<file path="src/rtl/smb_pkg.sv">
// Constants for the SDRAM mode register and burst address sequencer.
// Assumes a single 100 MHz device clock shared with the controller.
package smb_pkg;
    // ==========================================================
    // Mode field positions
    localparam int BL_LSB = 0;
    localparam int BL_MSB = 2;
    localparam int ORDER_BIT = 3;
    localparam int LAT_LSB = 4;
    localparam int LAT_MSB = 6;
    localparam int OPMODE_LO_BIT = 7;
    localparam int OPMODE_HI_BIT = 8;
    localparam int WB_MODE_BIT = 9;
    localparam int MODE_W = 12;
    localparam logic [MODE_W-1:0] MODE_RESET = 12'h000;
    // ==========================================================
    // Field encodings
    localparam logic [2:0] BL_1 = 3'h0;
    localparam logic [2:0] BL_2 = 3'h1;
    localparam logic [2:0] BL_4 = 3'h2;
    localparam logic [2:0] BL_8 = 3'h3;
    localparam logic [2:0] BL_PAGE = 3'h7;
    localparam logic [2:0] LAT_2 = 3'h2;
    localparam logic [2:0] LAT_3 = 3'h3;
    // ==========================================================
    // Page sizes per data width
    localparam int PAGE_X4 = 2048;
    localparam int PAGE_X8 = 1024;
    localparam int PAGE_X16 = 512;
    // ==========================================================
    // Command encodings {cs_n, ras_n, cas_n, we_n}
    localparam logic [3:0] CMD_MODE_LOAD = 4'h0;
    localparam logic [3:0] CMD_ACTIVATE = 4'h3;
    localparam logic [3:0] CMD_READ = 4'h5;
    localparam logic [3:0] CMD_WRITE = 4'h4;
    localparam logic [3:0] CMD_BURST_STOP = 4'h6;
    localparam int NUM_BANKS = 4;
endpackage : smb_pkg

</file>
<file path="src/rtl/smb_lat_pipe.sv">
// Read latency shift pipe: delays a read strobe and its column by 1..DEPTH cycles.
// Assumes the tap is stable while a burst is in flight.
`timescale 1ns/1ps
`default_nettype none
module smb_lat_pipe #(
    parameter int DEPTH = 3,
    parameter int W = 11
) (
    input wire logic i_clk,
    input wire logic i_rstn,
    input wire logic i_vld,
    input wire logic [W-1:0] i_data,
    input wire logic [1:0] i_tap,
    output logic o_vld,
    output logic [W-1:0] o_data
);
    logic [DEPTH-1:0] vld_ff;
    logic [W-1:0] data_ff [DEPTH];

    always_ff @(posedge i_clk or negedge i_rstn) begin
        if (!i_rstn) begin
            vld_ff <= '0;
        end else begin
            vld_ff <= {vld_ff[DEPTH-2:0], i_vld};
        end
    end

    genvar g;
    generate
        for (g = 0; g < DEPTH; g++) begin : g_stage
            always_ff @(posedge i_clk or negedge i_rstn) begin
                if (!i_rstn) begin
                    data_ff[g] <= '0;
                end else begin
                    data_ff[g] <= (g == 0) ? i_data : data_ff[(g == 0) ? 0 : g-1];
                end
            end
        end
    endgenerate

    always_comb begin
        o_vld = vld_ff[i_tap];
        o_data = data_ff[i_tap];
    end
endmodule : smb_lat_pipe
`default_nettype wire

</file>
<file path="src/rtl/smb_core.sv">
// SDRAM mode register, burst column sequencer and activate tracking.
// Assumes commands are registered on i_clk with the controller obeying spacing rules.
// Summary of operation
// - Mode fields: length 2:0, order 3, latency 6:4, op mode 8:7, write mode 9.
// - Mode settings hold until the next mode load.
// - Lengths 1,2,4,8 in both orders; whole page only sequential.
// - Whole-page bursts run until stopped by the burst stop command.
// - Aligned block from upper column bits; low bits start and wrap inside.
// - Page is 2048, 1024 or 512 columns by data width.
// - Whole-page burst starts at full column and wraps to zero.
// - Sequential is start plus count; interleaved is start xor count.
// - Length one accesses only the addressed column, order ignored.
// - Read latency two or three cycles; other codes reserved.
// - Read at edge n drives after n+m-1, valid by n+m.
// - Write mode bit one makes writes single-column accesses.
// - Other banks may activate during access, spaced by bank gap.
`timescale 1ns/1ps
`default_nettype none
module smb_core
    import smb_pkg::*;
#(
    parameter int PAGE_COLS = PAGE_X4,
    parameter int COL_W = $clog2(PAGE_COLS),
    parameter int ROW_W = 12
) (
    input wire logic i_clk,
    input wire logic i_rstn,
    input wire logic [3:0] i_cmd,
    input wire logic [ROW_W-1:0] i_addr,
    input wire logic i_bank_select_low,
    input wire logic i_bank_select_high,
    output logic [MODE_W-1:0] o_mode,
    output logic o_busy,
    output logic o_is_write,
    output logic [COL_W-1:0] o_col,
    output logic o_col_vld,
    output logic o_rd_drive,
    output logic o_rd_vld,
    output logic [COL_W-1:0] o_rd_col,
    output logic [NUM_BANKS-1:0] o_bank_open,
    output logic o_lat_reserved
);
    // ==========================================================
    // Command decode
    logic cmd_load, cmd_act, cmd_rd, cmd_wr, cmd_stop;
    logic [1:0] bank;
    always_comb begin
        cmd_load = (i_cmd == CMD_MODE_LOAD) && !i_bank_select_low && !i_bank_select_high;
        cmd_act = (i_cmd == CMD_ACTIVATE);
        cmd_rd = (i_cmd == CMD_READ);
        cmd_wr = (i_cmd == CMD_WRITE);
        cmd_stop = (i_cmd == CMD_BURST_STOP);
        bank = {i_bank_select_high, i_bank_select_low};
    end

    // ==========================================================
    // Mode register
    logic [MODE_W-1:0] mode_ff;
    always_ff @(posedge i_clk or negedge i_rstn) begin
        if (!i_rstn) begin
            mode_ff <= MODE_RESET;
        end else if (cmd_load) begin
            mode_ff <= i_addr[MODE_W-1:0];
        end
    end
    assign o_mode = mode_ff;

    logic [2:0] bl_code, lat_code;
    logic seq_order, wb_single;
    always_comb begin
        bl_code = mode_ff[BL_MSB:BL_LSB];
        seq_order = !mode_ff[ORDER_BIT];
        lat_code = mode_ff[LAT_MSB:LAT_LSB];
        wb_single = mode_ff[WB_MODE_BIT];
    end

    always_ff @(posedge i_clk or negedge i_rstn) begin
        if (!i_rstn) begin
            o_lat_reserved <= 1'b0;
        end else begin
            o_lat_reserved <= (lat_code != LAT_2) && (lat_code != LAT_3);
        end
    end

    // ==========================================================
    // Burst sequencer
    logic busy_ff, is_wr_ff, page_ff, inter_ff;
    logic [3:0] len_ff;
    logic [2:0] cnt_ff;
    logic [2:0] start_ff;
    logic [COL_W-1:0] base_ff, col_ff;
    logic col_vld_ff;
    logic [3:0] nxt_len;
    logic nxt_page;
    logic [2:0] mask;

    always_comb begin
        nxt_page = 1'b0;
        case (bl_code)
            BL_1: nxt_len = 4'h1;
            BL_2: nxt_len = 4'h2;
            BL_4: nxt_len = 4'h4;
            BL_8: nxt_len = 4'h8;
            BL_PAGE: begin
                nxt_len = 4'h0;
                nxt_page = seq_order;
                if (!seq_order) begin
                    nxt_len = 4'h1;
                end
            end
            default: nxt_len = 4'h1;
        endcase
        if (cmd_wr && wb_single) begin
            nxt_len = 4'h1;
            nxt_page = 1'b0;
        end
        mask = 3'(nxt_len - 4'h1);
    end

    // Offset within block: sequential adds, interleaved xors
    logic [2:0] blk_mask, offs;
    always_comb begin
        blk_mask = 3'(len_ff - 4'h1);
        if (inter_ff) begin
            offs = (start_ff ^ cnt_ff) & blk_mask;
        end else begin
            offs = 3'(start_ff + cnt_ff) & blk_mask;
        end
    end

    always_ff @(posedge i_clk or negedge i_rstn) begin
        if (!i_rstn) begin
            busy_ff <= 1'b0;
            is_wr_ff <= 1'b0;
            page_ff <= 1'b0;
            inter_ff <= 1'b0;
            len_ff <= 4'h1;
            cnt_ff <= 3'h0;
            start_ff <= 3'h0;
            base_ff <= '0;
            col_ff <= '0;
            col_vld_ff <= 1'b0;
        end else if (cmd_rd || cmd_wr) begin
            busy_ff <= nxt_page || (nxt_len > 4'h1);
            is_wr_ff <= cmd_wr;
            page_ff <= nxt_page;
            inter_ff <= !seq_order && (nxt_len > 4'h1);
            len_ff <= nxt_page ? 4'h1 : nxt_len;
            cnt_ff <= 3'h1;
            start_ff <= i_addr[2:0] & mask;
            base_ff <= i_addr[COL_W-1:0] & ~COL_W'(mask);
            col_ff <= i_addr[COL_W-1:0];
            col_vld_ff <= 1'b1;
        end else if (cmd_stop) begin
            busy_ff <= 1'b0;
            col_vld_ff <= 1'b0;
        end else if (busy_ff && page_ff) begin
            col_ff <= COL_W'(col_ff + 1'b1);
        end else if (busy_ff) begin
            col_ff <= base_ff | COL_W'(offs);
            cnt_ff <= 3'(cnt_ff + 3'h1);
            busy_ff <= (4'(cnt_ff) + 4'h1) < len_ff;
        end else begin
            col_vld_ff <= 1'b0;
        end
    end
    assign o_busy = busy_ff;
    assign o_is_write = is_wr_ff;
    assign o_col = col_ff;
    assign o_col_vld = col_vld_ff;

    // ==========================================================
    // Read latency: column appears at the pins lat cycles after the read
    logic rd_beat;
    logic [1:0] tap_vld;
    always_comb begin
        rd_beat = col_vld_ff && !is_wr_ff;
        tap_vld = (lat_code == LAT_3) ? 2'h1 : 2'h0;
    end
    // Latency three turns the pins on one beat later than latency two
    logic rd_beat_d_ff;
    always_ff @(posedge i_clk or negedge i_rstn) begin
        if (!i_rstn) begin
            rd_beat_d_ff <= 1'b0;
        end else begin
            rd_beat_d_ff <= rd_beat;
        end
    end
    logic pipe_vld;
    logic [COL_W-1:0] pipe_col;
    smb_lat_pipe #(.DEPTH(3), .W(COL_W)) u_pipe (
        .i_clk(i_clk),
        .i_rstn(i_rstn),
        .i_vld(rd_beat),
        .i_data(col_ff),
        .i_tap(tap_vld),
        .o_vld(pipe_vld),
        .o_data(pipe_col)
    );
    always_ff @(posedge i_clk or negedge i_rstn) begin
        if (!i_rstn) begin
            o_rd_vld <= 1'b0;
            o_rd_col <= '0;
            o_rd_drive <= 1'b0;
        end else begin
            o_rd_vld <= pipe_vld;
            o_rd_col <= pipe_col;
            o_rd_drive <= pipe_vld | ((lat_code == LAT_3) ? rd_beat_d_ff : rd_beat);
        end
    end

    // ==========================================================
    // Open-bank tracking; any bank may be activated while another is busy
    logic [NUM_BANKS-1:0] open_ff;
    always_ff @(posedge i_clk or negedge i_rstn) begin
        if (!i_rstn) begin
            open_ff <= '0;
        end else if (cmd_act) begin
            open_ff[bank] <= 1'b1;
        end
    end
    assign o_bank_open = open_ff;

    // ==========================================================
    // Checks

    // Mode register
    AST_MODE_HOLD: assert property (@(posedge i_clk) disable iff (!i_rstn)
        !$past(cmd_load) |-> $stable(mode_ff))
        else $error("mode changed without load");
    AST_MODE_LOAD: assert property (@(posedge i_clk) disable iff (!i_rstn)
        cmd_load |=> mode_ff == $past(i_addr[MODE_W-1:0]))
        else $error("mode load lost");
    AST_LOAD_REFUSED: assert property (@(posedge i_clk) disable iff (!i_rstn)
        (i_cmd == CMD_MODE_LOAD && (i_bank_select_low || i_bank_select_high)) |=> $stable(mode_ff))
        else $error("mode load to wrong target taken");
    AST_LAT_CODE: assert property (@(posedge i_clk) disable iff (!i_rstn)
        (lat_code == LAT_2 || lat_code == LAT_3) |=> !o_lat_reserved)
        else $error("legal latency flagged");

    // Burst column order
    AST_SEQ_START: assert property (@(posedge i_clk) disable iff (!i_rstn)
        (cmd_rd || cmd_wr) |=> col_vld_ff && col_ff == $past(i_addr[COL_W-1:0]))
        else $error("first beat not the addressed column");
    AST_BL1_EXACT: assert property (@(posedge i_clk) disable iff (!i_rstn)
        (cmd_rd && bl_code == BL_1) |=> !busy_ff && col_ff == $past(i_addr[COL_W-1:0]))
        else $error("single access wrong");
    AST_WB_SINGLE: assert property (@(posedge i_clk) disable iff (!i_rstn)
        (cmd_wr && wb_single) |=> !busy_ff)
        else $error("write burst not single");
    AST_BURST_END: assert property (@(posedge i_clk) disable iff (!i_rstn)
        (busy_ff && !page_ff && cnt_ff == 3'(len_ff - 4'h1) && !cmd_rd && !cmd_wr && !cmd_stop)
        |=> !busy_ff)
        else $error("fixed burst overran");
    AST_BLOCK_STAY: assert property (@(posedge i_clk) disable iff (!i_rstn)
        (busy_ff && !page_ff && !cmd_rd && !cmd_wr && !cmd_stop)
        |=> (col_ff & ~COL_W'(blk_mask)) == base_ff)
        else $error("burst left block");
    AST_PAGE_SEQ_ONLY: assert property (@(posedge i_clk) disable iff (!i_rstn)
        page_ff |-> !inter_ff)
        else $error("interleaved page burst");
    AST_PAGE_STEP: assert property (@(posedge i_clk) disable iff (!i_rstn)
        (busy_ff && page_ff && !cmd_rd && !cmd_wr && !cmd_stop) |=> col_ff == COL_W'($past(col_ff) + 1'b1))
        else $error("page step wrong");
    AST_PAGE_WRAP: assert property (@(posedge i_clk) disable iff (!i_rstn)
        (busy_ff && page_ff && col_ff == COL_W'(PAGE_COLS-1) && !cmd_rd && !cmd_wr && !cmd_stop)
        |=> col_ff == '0)
        else $error("page wrap wrong");
    AST_STOP: assert property (@(posedge i_clk) disable iff (!i_rstn)
        cmd_stop |=> !busy_ff)
        else $error("stop ignored");

    // Read timing; a mode load while a read drains would move the tap
    AST_CL2: assert property (@(posedge i_clk) disable iff (!i_rstn)
        (cmd_rd && lat_code == LAT_2 && !cmd_load) |-> ##3 o_rd_vld)
        else $error("latency two wrong");
    AST_CL3: assert property (@(posedge i_clk) disable iff (!i_rstn)
        (cmd_rd && lat_code == LAT_3) |-> ##4 o_rd_vld)
        else $error("latency three wrong");
    AST_RD_DRIVE_LEAD: assert property (@(posedge i_clk) disable iff (!i_rstn)
        $rose(o_rd_vld) |-> $past(o_rd_drive))
        else $error("pins not driven ahead of data");
    AST_RD_DRIVE_HOLD: assert property (@(posedge i_clk) disable iff (!i_rstn)
        o_rd_vld |-> o_rd_drive)
        else $error("pins released under valid data");

    // Bank tracking
    AST_BANK_OPEN: assert property (@(posedge i_clk) disable iff (!i_rstn)
        cmd_act |=> open_ff[$past(bank)])
        else $error("activated bank not marked open");

    // Main scenarios
    COV_PAGE: cover property (@(posedge i_clk) busy_ff && page_ff);
    COV_INTER8: cover property (@(posedge i_clk) inter_ff && len_ff == 4'h8);
    COV_STOP: cover property (@(posedge i_clk) busy_ff ##1 cmd_stop);
    COV_CL3: cover property (@(posedge i_clk) o_rd_vld && lat_code == LAT_3);
    COV_WB_WRITE: cover property (@(posedge i_clk) cmd_wr && wb_single);
endmodule : smb_core
`default_nettype wire

</file>
<file path="config.mk">
export PLATFORM = sky130hd
export DESIGN_NAME = smb_core
export DESIGN_NICKNAME = d
export VERILOG_FILES = /design/src/rtl/smb_pkg.sv /design/src/rtl/smb_lat_pipe.sv /design/src/rtl/smb_core.sv
export SDC_FILE = /design/constraint.sdc
export NUM_CORES = 1
export LEC_CHECK = 0
export ABC_CLOCK_PERIOD_IN_PS = 2500
export BUFFER_PORTS_ARGS = -buffer_cell sky130_fd_sc_hd__buf_2
export CAP_MARGIN = 20
export CORE_ASPECT_RATIO = 0.6
export CORE_MARGIN = 1
export CORE_UTILIZATION = 45
export DETAILED_ROUTE_END_ITERATION = 12
export PLACE_DENSITY = 0.74
export SYNTH_ARGS = -nofsm -noshare
export SYNTH_HDL_FRONTEND = slang
export SYNTH_SLANG_ARGS = --single-unit
</file>
<file path="constraint.sdc">
create_clock -name i_clk -period 2.5 [get_ports i_clk]
set_input_delay 0.25 -clock i_clk [delete_from_list [all_inputs] [get_ports i_clk]]
set_output_delay 0.25 -clock i_clk [all_outputs]
set_load 0.01 [all_outputs]
</file>
Yosys cells after proc, flatten, opt, wreduce, memory -nomap -nowiden
Index checks and enable logic that the tools add are counted.
{"block": "word_totals", "wordCells": 110, "input_bits": 20, "register_bits": 104, "output_inout_bits": 44}
{"block": "classes", "n_reduce_logical": 20, "n_addsub": 6, "order_cmp": 6, "n_mux": 32, "bitwise": 10, "eq_ne": 15}
{"cell": "two-way mux 11 bit", "n": 6}
{"cell": "binary-select mux 11 bit (select 2 bit)", "n": 1}
{"cell": "one-hot mux 4 bit (4 select lines)", "n": 1}
{"cell": "two-way mux 1 bit", "n": 15}
{"cell": "two-way mux 3 bit", "n": 5}
{"cell": "equality test 4 x 3 -> 1 bit (second input constant)", "n": 3}
{"cell": "adder 11 x 1 -> 11 bit (second input constant)", "n": 1}
{"cell": "AND 11 bit", "n": 1}
{"cell": "inverter 3 -> 11 bit", "n": 1}
{"cell": "OR 11 x 3 -> 11 bit", "n": 1}
{"cell": "AND 3 bit", "n": 3}
{"cell": "equality test 3 x 2 -> 1 bit (second input constant)", "n": 3}
{"cell": "inequality test 3 x 2 -> 1 bit (second input constant)", "n": 3}
{"cell": "logical AND 1 bit", "n": 8}
{"cell": "two-way mux 4 bit", "n": 2}
{"cell": "subtractor 3 x 1 -> 3 bit (second input constant)", "n": 2}
{"cell": "adder 3 x 1 -> 4 bit (second input constant)", "n": 1}
{"cell": "equality test 4 x 2 -> 1 bit (second input constant)", "n": 1}
{"cell": "greater-than comparator 4 x 1 -> 1 bit (second input constant)", "n": 1}
{"cell": "zero test 1 bit", "n": 4}
{"cell": "zero test 4 bit", "n": 1}
{"cell": "< comparator 4 bit", "n": 1}
{"cell": "OR 4 bit", "n": 1}
{"cell": "AND reduction 2 bit", "n": 2}
{"cell": "other kinds (20)", "n": 21}

Logic depth before layout (Yosys ltp)
{"block": "logic_depth", "depth_word": 8, "mapped_depth": 8, "mapped_depth_nobuf": 7}

Cells and area by module
Synthesis repeated with hierarchy kept, for this count alone.
{"block": "unflattened", "cells_unflattened": 366, "area_unflattened_um2": 4326.6}
{"mod": "smb_core", "cells_per_inst": 302, "instances": 1, "area_per_inst_um2": 3174.3, "seq_area_each_um2": 1702.9}
{"mod": "smb_lat_pipe", "cells_per_inst": 64, "instances": 1, "area_per_inst_um2": 1152.4, "seq_area_each_um2": 900.9}

Worst setup path before layout
OpenSTA, ideal clock, no wires.
{"block": "synth_timing", "path_kind": "reg-to-reg", "from": "register cnt_ff[0]", "to": "register col_ff[2], in the netlist o_col[2]", "t_arrival_ns": 1.652, "slack_ns": 0.708, "required_ns": 2.360, "path_buffers": 0, "synth_period_minus_slack_ns": 1.792, "setup_ns": 0.140, "path_stages_with_launch": 7, "path_cell_list": "dfrtp_1 -> ha_1 -> fa_1 -> nor2b_1 -> xnor2_1 -> a2111oi_0 -> a211oi_1"}
{"block": "synth_via", "elab_chain_cells": 8}
{"item": "start, declared", "line": "smb_core.sv:89", "rtl": "logic [2:0] cnt_ff;"}
{"item": "start signal, assigned", "line": "smb_core.sv:161", "rtl": "cnt_ff <= 3'(cnt_ff + 3'h1);"}
{"item": "adder 3 bit", "line": "smb_core.sv:127", "rtl": "offs = 3'(start_ff + cnt_ff) & blk_mask;"}
{"item": "AND 3 bit", "line": "smb_core.sv:127"}
{"item": "two-way mux 3 bit", "line": "smb_core.sv:124", "rtl": "if (inter_ff) begin"}
{"item": "OR 11 x 3 -> 11 bit", "line": "smb_core.sv:160", "rtl": "col_ff <= base_ff | COL_W'(offs);"}
{"item": "two-way mux 11 bit", "line": "smb_core.sv:159", "rtl": "end else if (busy_ff) begin"}
{"item": "two-way mux 11 bit", "line": "smb_core.sv:157", "rtl": "end else if (busy_ff && page_ff) begin"}
{"item": "two-way mux 11 bit", "line": "smb_core.sv:154", "rtl": "end else if (cmd_stop) begin"}
{"item": "two-way mux 11 bit", "line": "smb_core.sv:143", "rtl": "end else if (cmd_rd || cmd_wr) begin"}
{"item": "end signal, assigned", "line": "smb_core.sv:152", "rtl": "col_ff <= i_addr[COL_W-1:0];"}
{"item": "end signal, assigned", "line": "smb_core.sv:158", "rtl": "col_ff <= COL_W'(col_ff + 1'b1);"}
{"item": "end signal, assigned", "line": "smb_core.sv:160"}
{"item": "end, declared", "line": "smb_core.sv:91", "rtl": "logic [COL_W-1:0] base_ff, col_ff;"}
Every way passes these cells. The select of a mux whose other input is x is not followed.
A chain may end at the register's enable or synchronous reset.

Final worst setup path
Ends and elaborated chain as after synthesis.

==> results.sh <==
export IMPL_yosys_warnings=0
export IMPL_finalCritPeriodShare_pct=77.71
export IMPL_grt_pass1_vias=2621
export IMPL_grt_max_degree=47
export IMPL_vias=2853
export IMPL_ant_nets=0
export IMPL_crit_arrival_ns=2.15
export IMPL_endpoint_kind="flip-flop"
export IMPL_grt_pass1_wl_um=13910
export IMPL_timing_slew_headroom_pct=47.88
export IMPL_synth_edff_count=0
export IMPL_die_x_um=123.2
export IMPL_cp_required_ns=2.71
export IMPL_max_freq_ghz=0.5147
export IMPL_gr_usage_all_layers_pct=20.69
export IMPL_first_pass_iters=5
export IMPL_dp_cells=510
export IMPL_fin_ws_ns=0.5572
export IMPL_cts_num_sinks=91
export IMPL_cp_max_fo=5
export IMPL_synth_most_common_cell="dfrtp_1"
export IMPL_nets=441
export IMPL_cts_made_buffers=9
export IMPL_synth_nets=377
export IMPL_wl_met2_um=3487
export IMPL_start_kind="flip-flop"
export IMPL_pre_cts_slack_ns=0.5660
export IMPL_synthToLayoutAreaGrowth_pct=17.38
export IMPL_top_layer_used="met4"
export IMPL_cts_root_buf="clkbuf_16"
export IMPL_drt_initial_drc_count=232
export IMPL_wl_met1_um=4306
export IMPL_synth_area_leaders="dfrtp_1 57%, mux2_2 6.5%, nand2_1 5.5%"
export IMPL_rsz0062_at_grt="no"
export IMPL_drt_wl_total_um=8677
export IMPL_met3_length_um=763
export IMPL_synth_top_cell_area_share_pct=56.76
export IMPL_synth_seq_cells=91
export IMPL_gp_congestion=0.8483
export IMPL_dieHeight_um=74.74
export IMPL_hold_class="in -> reg"
export IMPL_clkLatencyLatePin_ns=0.34
export IMPL_start_util_pct=46.55
export IMPL_cap_viol_max_count=0
export IMPL_drc=0
export IMPL_antenna_found_initial=0
export IMPL_synthCells=346
export IMPL_avgSynthCellArea_um2=11.47
export IMPL_setup_tns_ns=0
export IMPL_fin_util_pct=54.64
export IMPL_cellLeakagePower_nw=2.206
export IMPL_dpl_hpwl_um=6156
export IMPL_synth_ff_type="dfrtp_1"
export IMPL_cts_tree="done"
export IMPL_post_route_min_period_ns=1.943
export IMPL_hold_viol_final=0
export IMPL_ys_seq_area_share_pct=57.43
export IMPL_fin_cells=526
export IMPL_pin_count=64
export IMPL_power_total_mw=4.978
export IMPL_cts_htree_levels=3
export IMPL_vias_per_cell=5.424
export IMPL_clkTransAtPathRegs_ns=0.06
export IMPL_drv_slew=0
export IMPL_fin_worst_skew_ns=0.007913
export IMPL_power_density_nw_per_um2=1069
export IMPL_async_flop_share_pct=100.0
export IMPL_overflow=0
export IMPL_worst_pin_slew_ns=0.7794
export IMPL_setup_viol=0
export IMPL_ir_drop_mv=0.4000
export IMPL_status="finished clean"
export IMPL_synth_commonest_cells="90 x dfrtp_1, 58 x nand2_1, 23 x mux2_2, 16 x o21ai_0"
export IMPL_synth_cell_type_count=55
export IMPL_syn_area_um2=3968
export IMPL_drive_above_1_share_pct=28.50
export IMPL_core_um2=8523
export IMPL_num_fill_cells=764
export IMPL_io_buffers=63
export IMPL_dieArea_um2=9209
export IMPL_avgRoutedWirePerCell_um=16.50
export IMPL_post_cts_buffers=0
export IMPL_clk_path_buf_depth=2
export IMPL_rows=26
export IMPL_synth_top_cell_by_area="dfrtp_1"
export IMPL_worstSetupPathType="reg -> reg"
export IMPL_diodes=0
[power breakdown]
group	leakage (nW)	switching, mW	internal [mW]
clock	0.127	0.558	0.698
combinational	0.947	0.715	0.656
sequential	1.13	0.403	1.95
total	2.21	1.68	3.30
[per-stage QoR]
stage	hold slack [ns]	area [µm²]
2_1_floorplan	-0.04559	3968
3_5_place_dp	0.2944	4368
3_3_place_gp	0.2825	4368
4_1_cts	0.1239	4657
5_1_grt	0.1310	4657
6_report	0.1353	4657
[final timing paths]
path	start	end	slack (ns)	cells after the start
min in group asynchronous	i_rstn	o_rd_col[2]	0.45	2
worst max-delay path	cnt_ff[0]	o_col[2]	0.56	6
max in group asynchronous	i_rstn	o_rd_col[7]	1.39	3
worst min-delay path	i_addr[11]	o_mode[11]	0.14	2
worst min register to register	u_pipe.data_ff[28]	u_pipe.data_ff[17]	0.37	0
worst max register to register	cnt_ff[0]	o_col[2]	0.56	6
[metal layers]
metal,vias to the layer above,global-route usage (%)
met2,118,28.31
met4,0,8.032
met3,11,6.288
met5,-,0
li1,1352,-
met1,1372,30.61
[registers in the layout (all words and copies together), names as in the netlist]
| signal | cells |
|---|---|
| u_pipe.data_ff | 22 |
| o_mode | 12 |
| base_ff | 11 |
| o_col | 11 |
| o_rd_col | 11 |
| len_ff | 4 |
| o_bank_open | 4 |
| cnt_ff | 3 |
| start_ff | 3 |
| u_pipe.vld_ff | 2 |
| inter_ff | 1 |
| o_busy | 1 |
| o_col_vld | 1 |
| o_is_write | 1 |
| o_lat_reserved | 1 |
| o_rd_drive | 1 |
| o_rd_vld | 1 |
| page_ff | 1 |
[critical path, cell delays in order (launching register included)]
cell	delay [ns]
dfrtp_1	0.43
ha_1	0.24
fa_1	0.36
nor2b_1	0.15
xnor2_1	0.12
a2111oi_0	0.42
a211oi_1	0.09
[area by class of cell]
cell class              count  area (µm²)  share of cell area, %
clock buffers              10       239.0                  5.132
clock inverters             5       40.04                 0.8598
inverters                  13       48.80                  1.048
multi-input cells         228        1548                  33.23
flip-flops and latches     91        2278                  48.93
well taps                 112       140.1                  3.009
repair buffers             67       362.8                  7.792
[repair_timing]
item,CTS,global route
gates resized for setup,0,0
hold buffers,1,0
endpoints found under the hold margin,44,0
[placed cells by master (no fill, tap or decap), types with 4 or more instances in the layout]
cell type,n
nor2_1,13
nand4_1,4
ha_1,10
a31o_2,4
nand2_1,58
dfrtp_1,90
mux2_2,23
o21ai_0,16
buf_2,62
a21oi_1,10
xor2_1,6
nand3_1,6
clkbuf_16,9
inv_1,13
o31ai_1,7
nor3_1,6
[cells by family after synthesis]
kind of cell	count (synthesis)	synth area share (%)
AO/OA/AOI/OAI	71	12.74
buffers and inverters	27	3.563
XOR/XNOR	8	1.766
AND/OR/NAND/NOR	113	13.81
flip-flops	91	57.43
multiplexers	25	7.033
adder cells (fa/ha/maj)	11	3.658
Power figures use the tool's default switching activity.
